**src/rtl/periph_irq_pkg.sv**
```systemverilog
// constants, register map and field layout of the peripheral interrupt bookkeeping block
package periph_irq_pkg;

	////////////////////////////////////////////////////////////////////////
	// register byte addresses on the avalon slave
	localparam int          ADDR_W              = 5;
	localparam logic [4:0]  OFS_FLAGS_TWO       = 5'h00;
	localparam logic [4:0]  OFS_ENABLES_ONE     = 5'h04;
	localparam logic [4:0]  OFS_ENABLES_TWO     = 5'h08;
	localparam logic [4:0]  OFS_PRIORITIES_ONE  = 5'h0c;
	localparam logic [4:0]  OFS_PRIORITIES_TWO  = 5'h10;
	localparam logic [4:0]  OFS_CONTROL         = 5'h14;
	localparam logic [4:0]  OFS_EVENT_STATUS    = 5'h18;
	localparam logic [4:0]  OFS_EVENT_MASK      = 5'h1c;

	////////////////////////////////////////////////////////////////////////
	// bit positions of the second flag / enable / priority layout
	localparam int BIT_CLOCK_FAIL   = 7;
	localparam int BIT_COMPARATOR   = 6;
	localparam int BIT_UNUSED       = 5;
	localparam int BIT_NV_WRITE     = 4;
	localparam int BIT_COLLISION    = 3;
	localparam int BIT_VOLTAGE      = 2;
	localparam int BIT_TIMER_THREE  = 1;
	localparam int BIT_CAPCOMP_TWO  = 0;
	localparam int BIT_PARALLEL     = 7;   // parallel slave bit of the first set

	// control register fields
	localparam int CTRL_PRIO_EN_BIT   = 7;
	localparam int CTRL_GLOBAL_EN_BIT = 6;
	localparam int CTRL_VDIR_BIT      = 0;

	////////////////////////////////////////////////////////////////////////
	// reset values and implemented-bit masks
	localparam logic [7:0] RST_FLAGS        = 8'h00;
	localparam logic [7:0] RST_ENABLES      = 8'h00;
	localparam logic [7:0] RST_PRIO_ONE     = 8'hff;
	localparam logic [7:0] RST_PRIO_TWO     = 8'hdf;
	localparam logic [7:0] RST_CONTROL      = 8'h00;
	localparam logic [7:0] RST_EVENT_MASK   = 8'h00;
	localparam logic [7:0] IMPL_TWO         = 8'hdf;
	localparam logic [7:0] SMALL_PKG_MASK   = 8'h7f;
	localparam logic [7:0] FULL_MASK        = 8'hff;
	localparam logic [7:0] CTRL_IMPL        = 8'hc1;

	// capture/compare mode encodings
	localparam logic [1:0] CC_MODE_CAPTURE  = 2'h0;
	localparam logic [1:0] CC_MODE_COMPARE  = 2'h1;
	localparam logic [1:0] CC_MODE_PWM      = 2'h2;

endpackage : periph_irq_pkg

```
**src/rtl/periph_irq_ctrl.sv**
```systemverilog
// peripheral interrupt flags, enables, priorities and request routing
//
// The Avalon-MM interface to the registers and the register offsets were left to the implementer.
`timescale 1ns/1ns
module periph_irq_ctrl
	import periph_irq_pkg::*;
#(
	parameter int CMP_N = 2                         // number of comparator outputs watched
) (
	input  wire logic              mclk_i,             // core clock, 100 MHz
	input  wire logic              nrst_i,             // synchronous reset, active low
	input  wire logic [ADDR_W-1:0] avs_address_i,      // byte address
	input  wire logic              avs_read_i,
	input  wire logic              avs_write_i,
	input  wire logic [31:0]       avs_writedata_i,
	input  wire logic [3:0]        avs_byteenable_i,
	output logic      [31:0]       avs_readdata_o,
	output logic                   avs_waitrequest_o,
	input  wire logic              clock_failure_i,    // pulse: fallback to internal oscillator
	input  wire logic [CMP_N-1:0]  comparator_out_i,   // asynchronous comparator levels
	input  wire logic              nv_write_done_i,    // pulse: nonvolatile write finished
	input  wire logic              serial_collision_i, // pulse: serial bus collision
	input  wire logic              voltage_above_i,    // asynchronous detector level
	input  wire logic              timer_three_overflow_i,
	input  wire logic [1:0]        capcomp_mode_i,     // capture / compare / pwm
	input  wire logic              capcomp_capture_i,  // pulse: timer capture
	input  wire logic              capcomp_match_i,    // pulse: compare match
	input  wire logic [7:0]        peripheral_flags_one_i, // first flag register, kept elsewhere
	input  wire logic              small_package_i,    // strap: parallel slave port absent
	output logic                   high_request_o,     // level to core
	output logic                   low_request_o,      // level to core
	output logic                   irq_o               // unmasked event status pending
);

	////////////////////////////////////////////////////////////////////////
	// storage
	logic [7:0]       flags_two_ff;        // second flag register
	logic [7:0]       enables_one_ff;      // first enable register
	logic [7:0]       enables_two_ff;      // second enable register
	logic [7:0]       priorities_one_ff;   // first priority register
	logic [7:0]       priorities_two_ff;   // second priority register
	logic [7:0]       control_ff;          // priority enable, global enable, direction
	logic [7:0]       event_status_ff;     // sticky, write one to clear
	logic [7:0]       event_mask_ff;       // gates status onto irq_o
	logic             waitreq_ff;          // bus handshake, high when idle
	logic [31:0]      readdata_ff;
	logic             high_req_ff;
	logic             low_req_ff;
	logic             irq_ff;
	logic [CMP_N-1:0] cmp_meta_ff;         // first stage, read only by second
	logic [CMP_N-1:0] cmp_sync_ff;
	logic [CMP_N-1:0] cmp_prev_ff;
	logic             vd_meta_ff;
	logic             vd_sync_ff;
	logic             vd_prev_ff;
	logic             pkg_meta_ff;
	logic             pkg_sync_ff;

	////////////////////////////////////////////////////////////////////////
	// bus decode: a request is served on the cycle after it is first seen
	wire       bus_req    = avs_read_i | avs_write_i;
	wire       bus_acc    = bus_req & ~waitreq_ff;          // completing edge
	wire       lane0      = avs_byteenable_i[0];
	wire       acc_wr     = bus_acc & avs_write_i & lane0;  // upper lanes carry nothing
	wire [7:0] wdata      = avs_writedata_i[7:0];
	wire       wr_flags   = acc_wr & (avs_address_i == OFS_FLAGS_TWO);
	wire       wr_en_one  = acc_wr & (avs_address_i == OFS_ENABLES_ONE);
	wire       wr_en_two  = acc_wr & (avs_address_i == OFS_ENABLES_TWO);
	wire       wr_pr_one  = acc_wr & (avs_address_i == OFS_PRIORITIES_ONE);
	wire       wr_pr_two  = acc_wr & (avs_address_i == OFS_PRIORITIES_TWO);
	wire       wr_ctrl    = acc_wr & (avs_address_i == OFS_CONTROL);
	wire       wr_status  = acc_wr & (avs_address_i == OFS_EVENT_STATUS);
	wire       wr_mask    = acc_wr & (avs_address_i == OFS_EVENT_MASK);

	////////////////////////////////////////////////////////////////////////
	// control fields and package masking
	wire       prio_levels   = control_ff[CTRL_PRIO_EN_BIT];
	wire       global_en     = control_ff[CTRL_GLOBAL_EN_BIT];
	wire       vdir_rising   = control_ff[CTRL_VDIR_BIT];
	wire [7:0] pkg_mask      = pkg_sync_ff ? SMALL_PKG_MASK : FULL_MASK;
	wire [7:0] en_one_eff    = enables_one_ff & pkg_mask;
	wire [7:0] pr_one_eff    = priorities_one_ff & pkg_mask;

	////////////////////////////////////////////////////////////////////////
	// read multiplexer; unmapped addresses read zero
	logic [7:0] rd_byte;
	always_comb begin
		case (avs_address_i)
			OFS_FLAGS_TWO:      rd_byte = flags_two_ff;
			OFS_ENABLES_ONE:    rd_byte = en_one_eff;
			OFS_ENABLES_TWO:    rd_byte = enables_two_ff;
			OFS_PRIORITIES_ONE: rd_byte = pr_one_eff;
			OFS_PRIORITIES_TWO: rd_byte = priorities_two_ff;
			OFS_CONTROL:        rd_byte = control_ff;
			OFS_EVENT_STATUS:   rd_byte = event_status_ff;
			OFS_EVENT_MASK:     rd_byte = event_mask_ff;
			default:            rd_byte = 8'h00;
		endcase
	end

	////////////////////////////////////////////////////////////////////////
	// event detection
	wire [CMP_N-1:0] cmp_diff   = cmp_sync_ff ^ cmp_prev_ff;
	wire             cmp_change = |cmp_diff;
	wire             vd_rise    = vd_sync_ff & ~vd_prev_ff;
	wire             vd_fall    = ~vd_sync_ff & vd_prev_ff;
	wire             vd_cross   = vdir_rising ? vd_rise : vd_fall;
	wire             cc_capture = (capcomp_mode_i == CC_MODE_CAPTURE) & capcomp_capture_i;
	wire             cc_compare = (capcomp_mode_i == CC_MODE_COMPARE) & capcomp_match_i;
	wire             cc_event   = cc_capture | cc_compare;

	// one bit per source; bit five never has a source
	wire [7:0] events = {clock_failure_i,
	                     cmp_change,
	                     1'b0,
	                     nv_write_done_i,
	                     serial_collision_i,
	                     vd_cross,
	                     timer_three_overflow_i,
	                     cc_event};

	////////////////////////////////////////////////////////////////////////
	// next flag values: an event in the clearing cycle still sets the flag
	// flags rise whatever the enables hold, so software may poll them
	wire [7:0] flag_base  = wr_flags ? wdata : flags_two_ff;
	wire [7:0] nxt_flags  = (flag_base | events) & IMPL_TWO;
	wire [7:0] stat_clr   = wr_status ? wdata : 8'h00;
	wire [7:0] nxt_status = ((event_status_ff & ~stat_clr) | events) & IMPL_TWO;

	////////////////////////////////////////////////////////////////////////
	// request routing
	wire [7:0] act_one  = peripheral_flags_one_i & en_one_eff;
	wire [7:0] act_two  = flags_two_ff & enables_two_ff;
	wire       hi_any   = |(act_one & pr_one_eff) | |(act_two & priorities_two_ff);
	wire       lo_any   = |(act_one & ~pr_one_eff) | |(act_two & ~priorities_two_ff);
	wire       all_any  = |act_one | |act_two;
	// compatibility mode uses the high line as the single request
	wire       nxt_high = prio_levels ? hi_any : (global_en & all_any);
	wire       nxt_low  = prio_levels & global_en & lo_any;
	wire       nxt_irq  = |(event_status_ff & event_mask_ff);

	////////////////////////////////////////////////////////////////////////
	// synchronisers for asynchronous levels and the package strap
	always_ff @(posedge mclk_i) begin
		if (!nrst_i) begin
			cmp_meta_ff <= '0;
			cmp_sync_ff <= '0;
			cmp_prev_ff <= '0;
			vd_meta_ff  <= 1'b0;
			vd_sync_ff  <= 1'b0;
			vd_prev_ff  <= 1'b0;
			pkg_meta_ff <= 1'b0;
			pkg_sync_ff <= 1'b0;
		end else begin
			cmp_meta_ff <= comparator_out_i;
			cmp_sync_ff <= cmp_meta_ff;
			// previous copies feed the edge detectors only
			cmp_prev_ff <= cmp_sync_ff;
			vd_meta_ff  <= voltage_above_i;
			vd_sync_ff  <= vd_meta_ff;
			vd_prev_ff  <= vd_sync_ff;
			pkg_meta_ff <= small_package_i;
			pkg_sync_ff <= pkg_meta_ff;
		end
	end

	////////////////////////////////////////////////////////////////////////
	// avalon handshake: waitrequest drops for exactly one cycle per access
	always_ff @(posedge mclk_i) begin
		if (!nrst_i) begin
			waitreq_ff  <= 1'b1;
			readdata_ff <= 32'h0000_0000;
		end else begin
			// one wait state: low only on the cycle after a request
			waitreq_ff  <= ~(bus_req & waitreq_ff);
			// refreshed every cycle, valid at the completing edge
			readdata_ff <= {24'h00_0000, rd_byte};
		end
	end

	////////////////////////////////////////////////////////////////////////
	// flag and status registers
	always_ff @(posedge mclk_i) begin
		if (!nrst_i) begin
			flags_two_ff    <= RST_FLAGS;
			event_status_ff <= RST_FLAGS;
		end else begin
			// set wins over a clearing write in the same cycle
			flags_two_ff    <= nxt_flags;
			event_status_ff <= nxt_status;
		end
	end

	////////////////////////////////////////////////////////////////////////
	// software-owned configuration
	always_ff @(posedge mclk_i) begin
		if (!nrst_i) begin
			enables_one_ff    <= RST_ENABLES;
			enables_two_ff    <= RST_ENABLES;
			priorities_one_ff <= RST_PRIO_ONE;
			priorities_two_ff <= RST_PRIO_TWO;
			control_ff        <= RST_CONTROL;
			event_mask_ff     <= RST_EVENT_MASK;
		end else begin
			// strap masking sits on the read and request side,
			// so the stored value survives a strap change
			if (wr_en_one) enables_one_ff <= wdata;
			if (wr_en_two) enables_two_ff <= wdata & IMPL_TWO;
			if (wr_pr_one) priorities_one_ff <= wdata;
			if (wr_pr_two) priorities_two_ff <= wdata & IMPL_TWO;
			// control keeps only its three live bits
			if (wr_ctrl) control_ff <= wdata & CTRL_IMPL;
			if (wr_mask) event_mask_ff <= wdata & IMPL_TWO;
		end
	end

	////////////////////////////////////////////////////////////////////////
	// registered outputs toward the core
	always_ff @(posedge mclk_i) begin
		if (!nrst_i) begin
			high_req_ff <= 1'b0;
			low_req_ff  <= 1'b0;
			irq_ff      <= 1'b0;
		end else begin
			// one cycle behind flags and configuration
			high_req_ff <= nxt_high;
			low_req_ff  <= nxt_low;
			irq_ff      <= nxt_irq;
		end
	end

	// ports come straight from their flops
	assign avs_waitrequest_o = waitreq_ff;
	assign avs_readdata_o    = readdata_ff;
	assign high_request_o    = high_req_ff;
	assign low_request_o     = low_req_ff;
	assign irq_o             = irq_ff;
endmodule : periph_irq_ctrl

```
**config.mk**
```make
export PLATFORM = sky130hd
export DESIGN_NAME = periph_irq_ctrl
export DESIGN_NICKNAME = d
export VERILOG_FILES = /design/src/rtl/periph_irq_pkg.sv /design/src/rtl/periph_irq_ctrl.sv
export SDC_FILE = /design/constraint.sdc
export NUM_CORES = 1
export LEC_CHECK = 0
export ABC_CLOCK_PERIOD_IN_PS = 1810
export BUFFER_PORTS_ARGS = -buffer_cell sky130_fd_sc_hd__buf_2
export CAP_MARGIN = 10
export CORE_UTILIZATION = 47
export CTS_CLUSTER_DIAMETER = 50
export DETAILED_ROUTE_END_ITERATION = 6
export GPL_TIMING_DRIVEN = 0
export PLACE_DENSITY = 0.77
export SETUP_SLACK_MARGIN = 0.5
export SLEW_MARGIN = 20
export SYNTH_ARGS = -nofsm -noshare
export SYNTH_HDL_FRONTEND = slang
export SYNTH_SLANG_ARGS = --single-unit
export TNS_END_PERCENT = 5
```
**constraint.sdc**
```tcl
create_clock -name mclk_i -period 1.81 [get_ports mclk_i]
set_clock_uncertainty 0.15 [all_clocks]
set_input_delay 0.0905 -clock mclk_i [delete_from_list [all_inputs] [get_ports mclk_i]]
set_output_delay 0.0905 -clock mclk_i [all_outputs]
set_load 0.02 [all_outputs]
```
==> results.tsv, run 1 <==
metric	value	unit
Final Instance Count excl. Fillers	591	
PortBufs	46	
register area share after synthesis	0.420	
pwr dens	783	nW/um^2
ANT cells	0	
met1 Track Usage GR	0.322	
# IOs	101	
total gr overflow	0	
Area Overhead vs Synth	26.2	%
r2r startpoint	avs_waitrequest_o$_SDFF_PN1_	
asr flop ratio synth	0	
r2r setup slk	150	ps
largest net degree at the start of global routing	15	
GRT Util Overall	0.250	
RSZ-0062 raised after global routing	true	
hold_sp	avs_address_i[2]	
fmax	602	MHz
Most used DFF post-synth	dfxtp_1	
Synth Register Bits	77	
drt first-iter violations	272	
Clock Latency Late Sink	360	ps
commonest non-fill, non-tap cells in the layout	76 x dfxtp_1, 59 x mux2i_1, 50 x buf_2, 36 x nand2_1, 35 x nor2_1	
R2R depth	5	
post-layout min period	1660	ps
Post-Syn Instances	386	
die area	8160	sq um
share of cells above drive strength 1	0.236	
number of flops mapped to enable cells by yosys	0	
Starting Density	0.495	
CP Data Arrival Time	1730	ps
Mean Syn Cell Area	9.50	sq um
drt pass-1 iters	7	
gr busiest metal	met2	
max_cap viols	0	
nets@finish	552	
cell count after placement	554	
CP Cell Sequence	buf_8 > or4b_4 > buf_12 > mux2i_1 > nand2_1	
critical path class	reg -> reg	
Final Hold Vio Count	0	
routability cong.	0.978	
drt wl/cell	16.6	microns
CTS clk-pin slew, worst paths	90	ps
Bufs on Longest Clock Path	2	
Worst path slowest cell	or4b_4	
GR met2 Demand/Resource	0.409	
remaining antenna violation count	0	
Worst Setup End Kind	register	
die width	90.3	microns
Fill cells	657	
GRT met3 Usage	0.0572	
WP buf/inv	2	
crit-path leading delay family	simple AND/OR/NAND/NOR gates	
FP Rows	31	
max_slew headroom	0.584	
hold-critical path endpoint	avs_readdata_o[5]$_SDFF_PN0_	
H-tree depth	3	
TritonCTS clock tree	yes	
Sink Count	77	
cts bufs inserted	9	
CTS root buf	clkbuf_8	
Core Footprint	7410	sq um
CP peak stage delay	520	ps
YS warnings	0	
Mapped Area	3670	sq um
outcome	completed	
vias after detailed routing	3212	
final setup violation count	0	
Final period util	0.917	
Final Max Tran Viols	0	
DR vias/cell	5.43	
Tightest Pin Transition	624	ps
CP Launch Type	register	
CP Max Fanout	8	
R2R Path End	priorities_one_ff[7]$_SDFFE_PN1P_	
initial antenna violation count	0	
first-pass GRT wire length	15.7	mm
drt drc	0	
DP Wirelength	7.05	mm
Worst EP required	1880	ps
number of global-route vias before repair	3064	
synth unique cells	51	
Pleak	0.00203	uW
IR drop worst, VDD	0.000485	V
total power	3620	uW
Die Height	90.3	microns
most common cell after layout, fill and taps aside	dfxtp_1	
worst hold path class	in -> reg	
final wirelength	9.80	mm
Hold Path Stages	3	
[final cells by class]
cell class	instances	area (sq um)	area share
Buffer	46	322	0.0695
Clock buffer	9	124	0.0268
Clock inverter	7	97.6	0.0211
Inverter	7	26.3	0.00568
Multi-Input combinational cell	279	1930	0.418
Sequential cell	77	1540	0.333
Tap cell	99	124	0.0268
Timing Repair Buffer	67	459	0.0992
[flip-flops by register name, indices dropped and copies added (netlist names), 2 cells and up]
name	cells
priorities_one_ff	8
event_mask_ff	7
control_ff	3
avs_readdata_o	8
cmp_sync_ff	2
cmp_prev_ff	2
enables_two_ff	7
event_status_ff	7
priorities_two_ff	7
enables_one_ff	8
cmp_meta_ff	2
flags_two_ff	7
[Yosys cell counts, types with 3 or more instances]
cell / count / area [sq um]
nand2b_1: 3 / 18.8
o21ai_0: 5 / 25.0
dfxtp_1: 77 / 1540
a22oi_1: 7 / 52.6
buf_2: 6 / 30.0
buf_4: 26 / 195
mux4_2: 5 / 113
nand3_1: 16 / 80.1
a31oi_1: 7 / 43.8
nor2b_1: 3 / 18.8
o2bb2ai_1: 4 / 35.0
nor3_1: 4 / 20.0
mux2i_1: 61 / 611
nand4_1: 5 / 31.3
inv_1: 6 / 22.5
o22ai_1: 7 / 43.8
clkbuf_1: 11 / 41.3
a21oi_1: 11 / 55.1
and2_1: 11 / 68.8
nand2_1: 36 / 135
nor2_1: 35 / 131
[repair_timing]
action,in CTS,in global routing
pin swaps,2,3
resized for setup,4,9
setup buffers,4,0
setup endpoints to repair,63,64
cloned,0,0
hold buffers,17,0
endpoints found under the hold margin,46,0
[kinds of logic after synthesis]
family | synth area share
simple gates | 0.183
flops | 0.420
mux | 0.203
compound gates | 0.102
buf+inv | 0.0850
xor+xnor | 0.00478
other cells | 0.00102
[worst register-to-register path, delay by kind of cell, from the launching register on]
family	cells	cell delay, ps
buffers and inverters	2	300
muxes	1	140
DFF	1	340
and+or+nand+nor	2	590
[where the power goes]
group	total (uW)	switching (uW)	internal, uW
clock network	1440	660	783
registers	1770	35.0	1730
logic	414	226	187
[routing by layer]
layer | vias up | wire, microns | part of all wire
met5 | - | 0 | 0
met4 | 0 | 144 | 0.015
met3 | 13 | 788 | 0.080
met2 | 154 | 4660 | 0.48
met1 | 1515 | 4210 | 0.43
li1 | 1530 | - | -
[worst max-delay path by stage]
stage / cells after the start / start / to / slack (ps)
6_report: 5 / avs_waitrequest_o$_SDFF_PN1_ / priorities_one_ff[7]$_SDFFE_PN1P_ / 150
5_1_grt: 5 / avs_waitrequest_o$_SDFF_PN1_ / flags_two_ff[1]$_SDFF_PN0_ / 60
4_1_cts: 5 / avs_waitrequest_o$_SDFF_PN1_ / priorities_one_ff[1]$_SDFFE_PN1P_ / 120
3_5_place_dp: 6 / avs_address_i[0] / event_status_ff[0]$_SDFF_PN0_ / -80
3_3_place_gp: 6 / avs_address_i[0] / event_status_ff[0]$_SDFF_PN0_ / -30
2_1_floorplan: 5 / avs_waitrequest_o$_SDFF_PN1_ / priorities_one_ff[0]$_SDFFE_PN1P_ / 170
[per-stage QoR]
step / cell area [sq um] / util / setup TNS [ps] / hold slack, ps / setup slack, ps
3_3_place_gp: 4130 / 0.557 / -59.1 / 134 / -25.0
3_5_place_dp: 4130 / 0.557 / -359 / 149 / -85.0
4_1_cts: 4600 / 0.620 / 0 / 18.5 / 115
5_1_grt: 4630 / 0.625 / 0 / 37.7 / 61.8
2_1_floorplan: 3770 / - / 0 / 41.7 / 168
6_report: 4630 / 0.625 / 0 / 29.7 / 150
No activity file was read; power rests on OpenSTA's default activity.
==> run 2, diff against run 1 <==
--- a/config.mk
+++ b/config.mk
@@ -12,6 +12,7 @@
 export CTS_CLUSTER_DIAMETER = 50
 export DETAILED_ROUTE_END_ITERATION = 6
 export GPL_TIMING_DRIVEN = 0
+export HOLD_SLACK_MARGIN = 0.08
 export PLACE_DENSITY = 0.77
 export SETUP_SLACK_MARGIN = 0.5
 export SLEW_MARGIN = 20
==> results.tsv, run 2 (synthesized netlist as in run 1, its figures left out) <==
metric	value	unit	change
outcome	completed		
max_slew headroom	0.602		+0.0178
Worst Slack Setup Final	147	ps	-2.94 ps
Tightest Pin Transition	597	ps	-26.7 ps
Area Overhead vs Synth	28.0	%	
CTS root buf	clkbuf_8		
critical path class	reg -> reg		
DP Wirelength	7.05	mm	unchanged
FP Rows	31		unchanged
PortBufs	46		unchanged
Die Height	90.3	microns	unchanged
final design utilization	0.633		+0.00878
Sink Count	77		unchanged
routability cong.	0.978		unchanged
die area	8160	sq um	unchanged
share of cells above drive strength 1	0.235		-0.000360
CP Cell Sequence	buf_8 > or4b_4 > buf_12 > mux2i_1 > nand2_1		
nets@finish	557		+0.91%
drt pass-1 iters	4		-3
crit-path leading delay family	simple AND/OR/NAND/NOR gates		
vias after detailed routing	3218		+0.19%
drt first-iter violations	281		+3.3%
drt wl/cell	16.6	microns	+0.38%
CP peak stage delay	520	ps	about the same
commonest non-fill, non-tap cells in the layout	76 x dfxtp_1, 59 x mux2i_1, 50 x buf_2, 36 x nand2_1, 35 x nor2_1		
pwr dens	775	nW/um^2	-1.1%
Worst EP required	1880	ps	about the same
Final period util	0.919		+0.00163
largest net degree at the start of global routing	15		unchanged
fmax	601	MHz	-0.18%
H-tree depth	3		unchanged
first-pass GRT wire length	16.0	mm	+1.6%
Worst Setup End Kind	register		
Fill cells	646		-1.7%
number of global-route vias before repair	3128		+2.1%
CP Launch Type	register		
WP buf/inv	2		unchanged
Worst Setup Slack post-DPL	-85.0	ps	unchanged
Clock Latency Late Sink	360	ps	about the same
worst hold path class	in -> reg		
max_cap viols	0		unchanged
initial antenna violation count	0		unchanged
final wirelength	9.92	mm	+1.2%
Pleak	0.00205	uW	+1.3%
drt drc	0		unchanged
final setup violation count	0		unchanged
Final Hold Vio Count	0		unchanged
total gr overflow	0		unchanged
Worst path slowest cell	or4b_4		
CP Max Fanout	8		unchanged
DR vias/cell	5.40		-0.65%
GRT Util Overall	0.253		+0.00397
most common cell after layout, fill and taps aside	dfxtp_1		
CP Data Arrival Time	1730	ps	about the same
remaining antenna violation count	0		unchanged
Core Footprint	7410	sq um	unchanged
worst hold margin	98.7	ps	+69.0 ps
IR drop worst, VDD	0.000490	V	+0.98%
Final Max Tran Viols	0		unchanged
RSZ-0062 raised after global routing	true		
cts bufs inserted	9		unchanged
ANT cells	0		unchanged
CTS clk-pin slew, worst paths	90	ps	about the same
Starting Density	0.495		unchanged
die width	90.3	microns	unchanged
post-layout min period	1660	ps	+2.94 ps
# IOs	101		unchanged
TritonCTS clock tree	yes		
Bufs on Longest Clock Path	2		unchanged
[run 2: what timing repair did]
item,in CTS,in global routing
hold buffers,22,0
hold endpoints to repair,52,0
pin swaps,2,5
endpoints found under the setup margin,63,64
setup buffers,4,0
resized for setup,4,11
[run 2: layer usage]
layer  track usage  vias to the layer above  wire length (microns)
met5             0                        -                      0
met1         0.322                     1535                   4330
li1              -                     1539                      -
met4        0.0860                        0                    141
met2         0.423                      129                   4770
met3        0.0581                       15                    672
[run 2: final cells by class]
cell class,count,area (sq um),share of cell area
Inverter,7,26.3,0.00560
Sequential cell,77,1540,0.329
Multi-Input combinational cell,279,1950,0.415
Clock inverter,7,97.6,0.0208
Buffer,46,325,0.0693
Clock buffer,9,124,0.0264
Timing Repair Buffer,72,505,0.108
Tap cell,99,124,0.0264
[run 2: worst min-delay path, cell delays in order]
cell     delay, ps
buf_2          120
nand2_1        100
nor4_2          80
mux2i_1        120
nor2_1          70
[run 2: path summary, 6_finish.rpt]
check / cells past startpoint / end / slack [ps] / startpoint
min reg2reg: 1 / cmp_sync_ff[0]$_SDFF_PN0_ / 290 / cmp_meta_ff[0]$_SDFF_PN0_
max reg2reg: 5 / priorities_one_ff[7]$_SDFFE_PN1P_ / 150 / avs_waitrequest_o$_SDFF_PN1_
max: 5 / priorities_one_ff[7]$_SDFFE_PN1P_ / 150 / avs_waitrequest_o$_SDFF_PN1_
min: 5 / control_ff[6]$_SDFFE_PN0P_ / 100 / avs_address_i[4]
[run 2: metrics by stage]
step / TNS [ps] / instances / cell area (sq um) / total power (uW)
3_5_place_dp: -359 / 554 / 4130 / 2170
2_1_floorplan: 0 / 409 / 3770 / 2050
5_1_grt: 0 / 596 / 4690 / 3770
4_1_cts: 0 / 596 / 4650 / 3640
6_report: 0 / 596 / 4690 / 3630
3_3_place_gp: -59.1 / 554 / 4130 / 2170
[run 2: power by group]
part,internal [uW],switching (uW),total (uW)
clock,782,659,1440
combinational,194,231,425
sequential,1730,35.7,1770
total,2710,925,3630
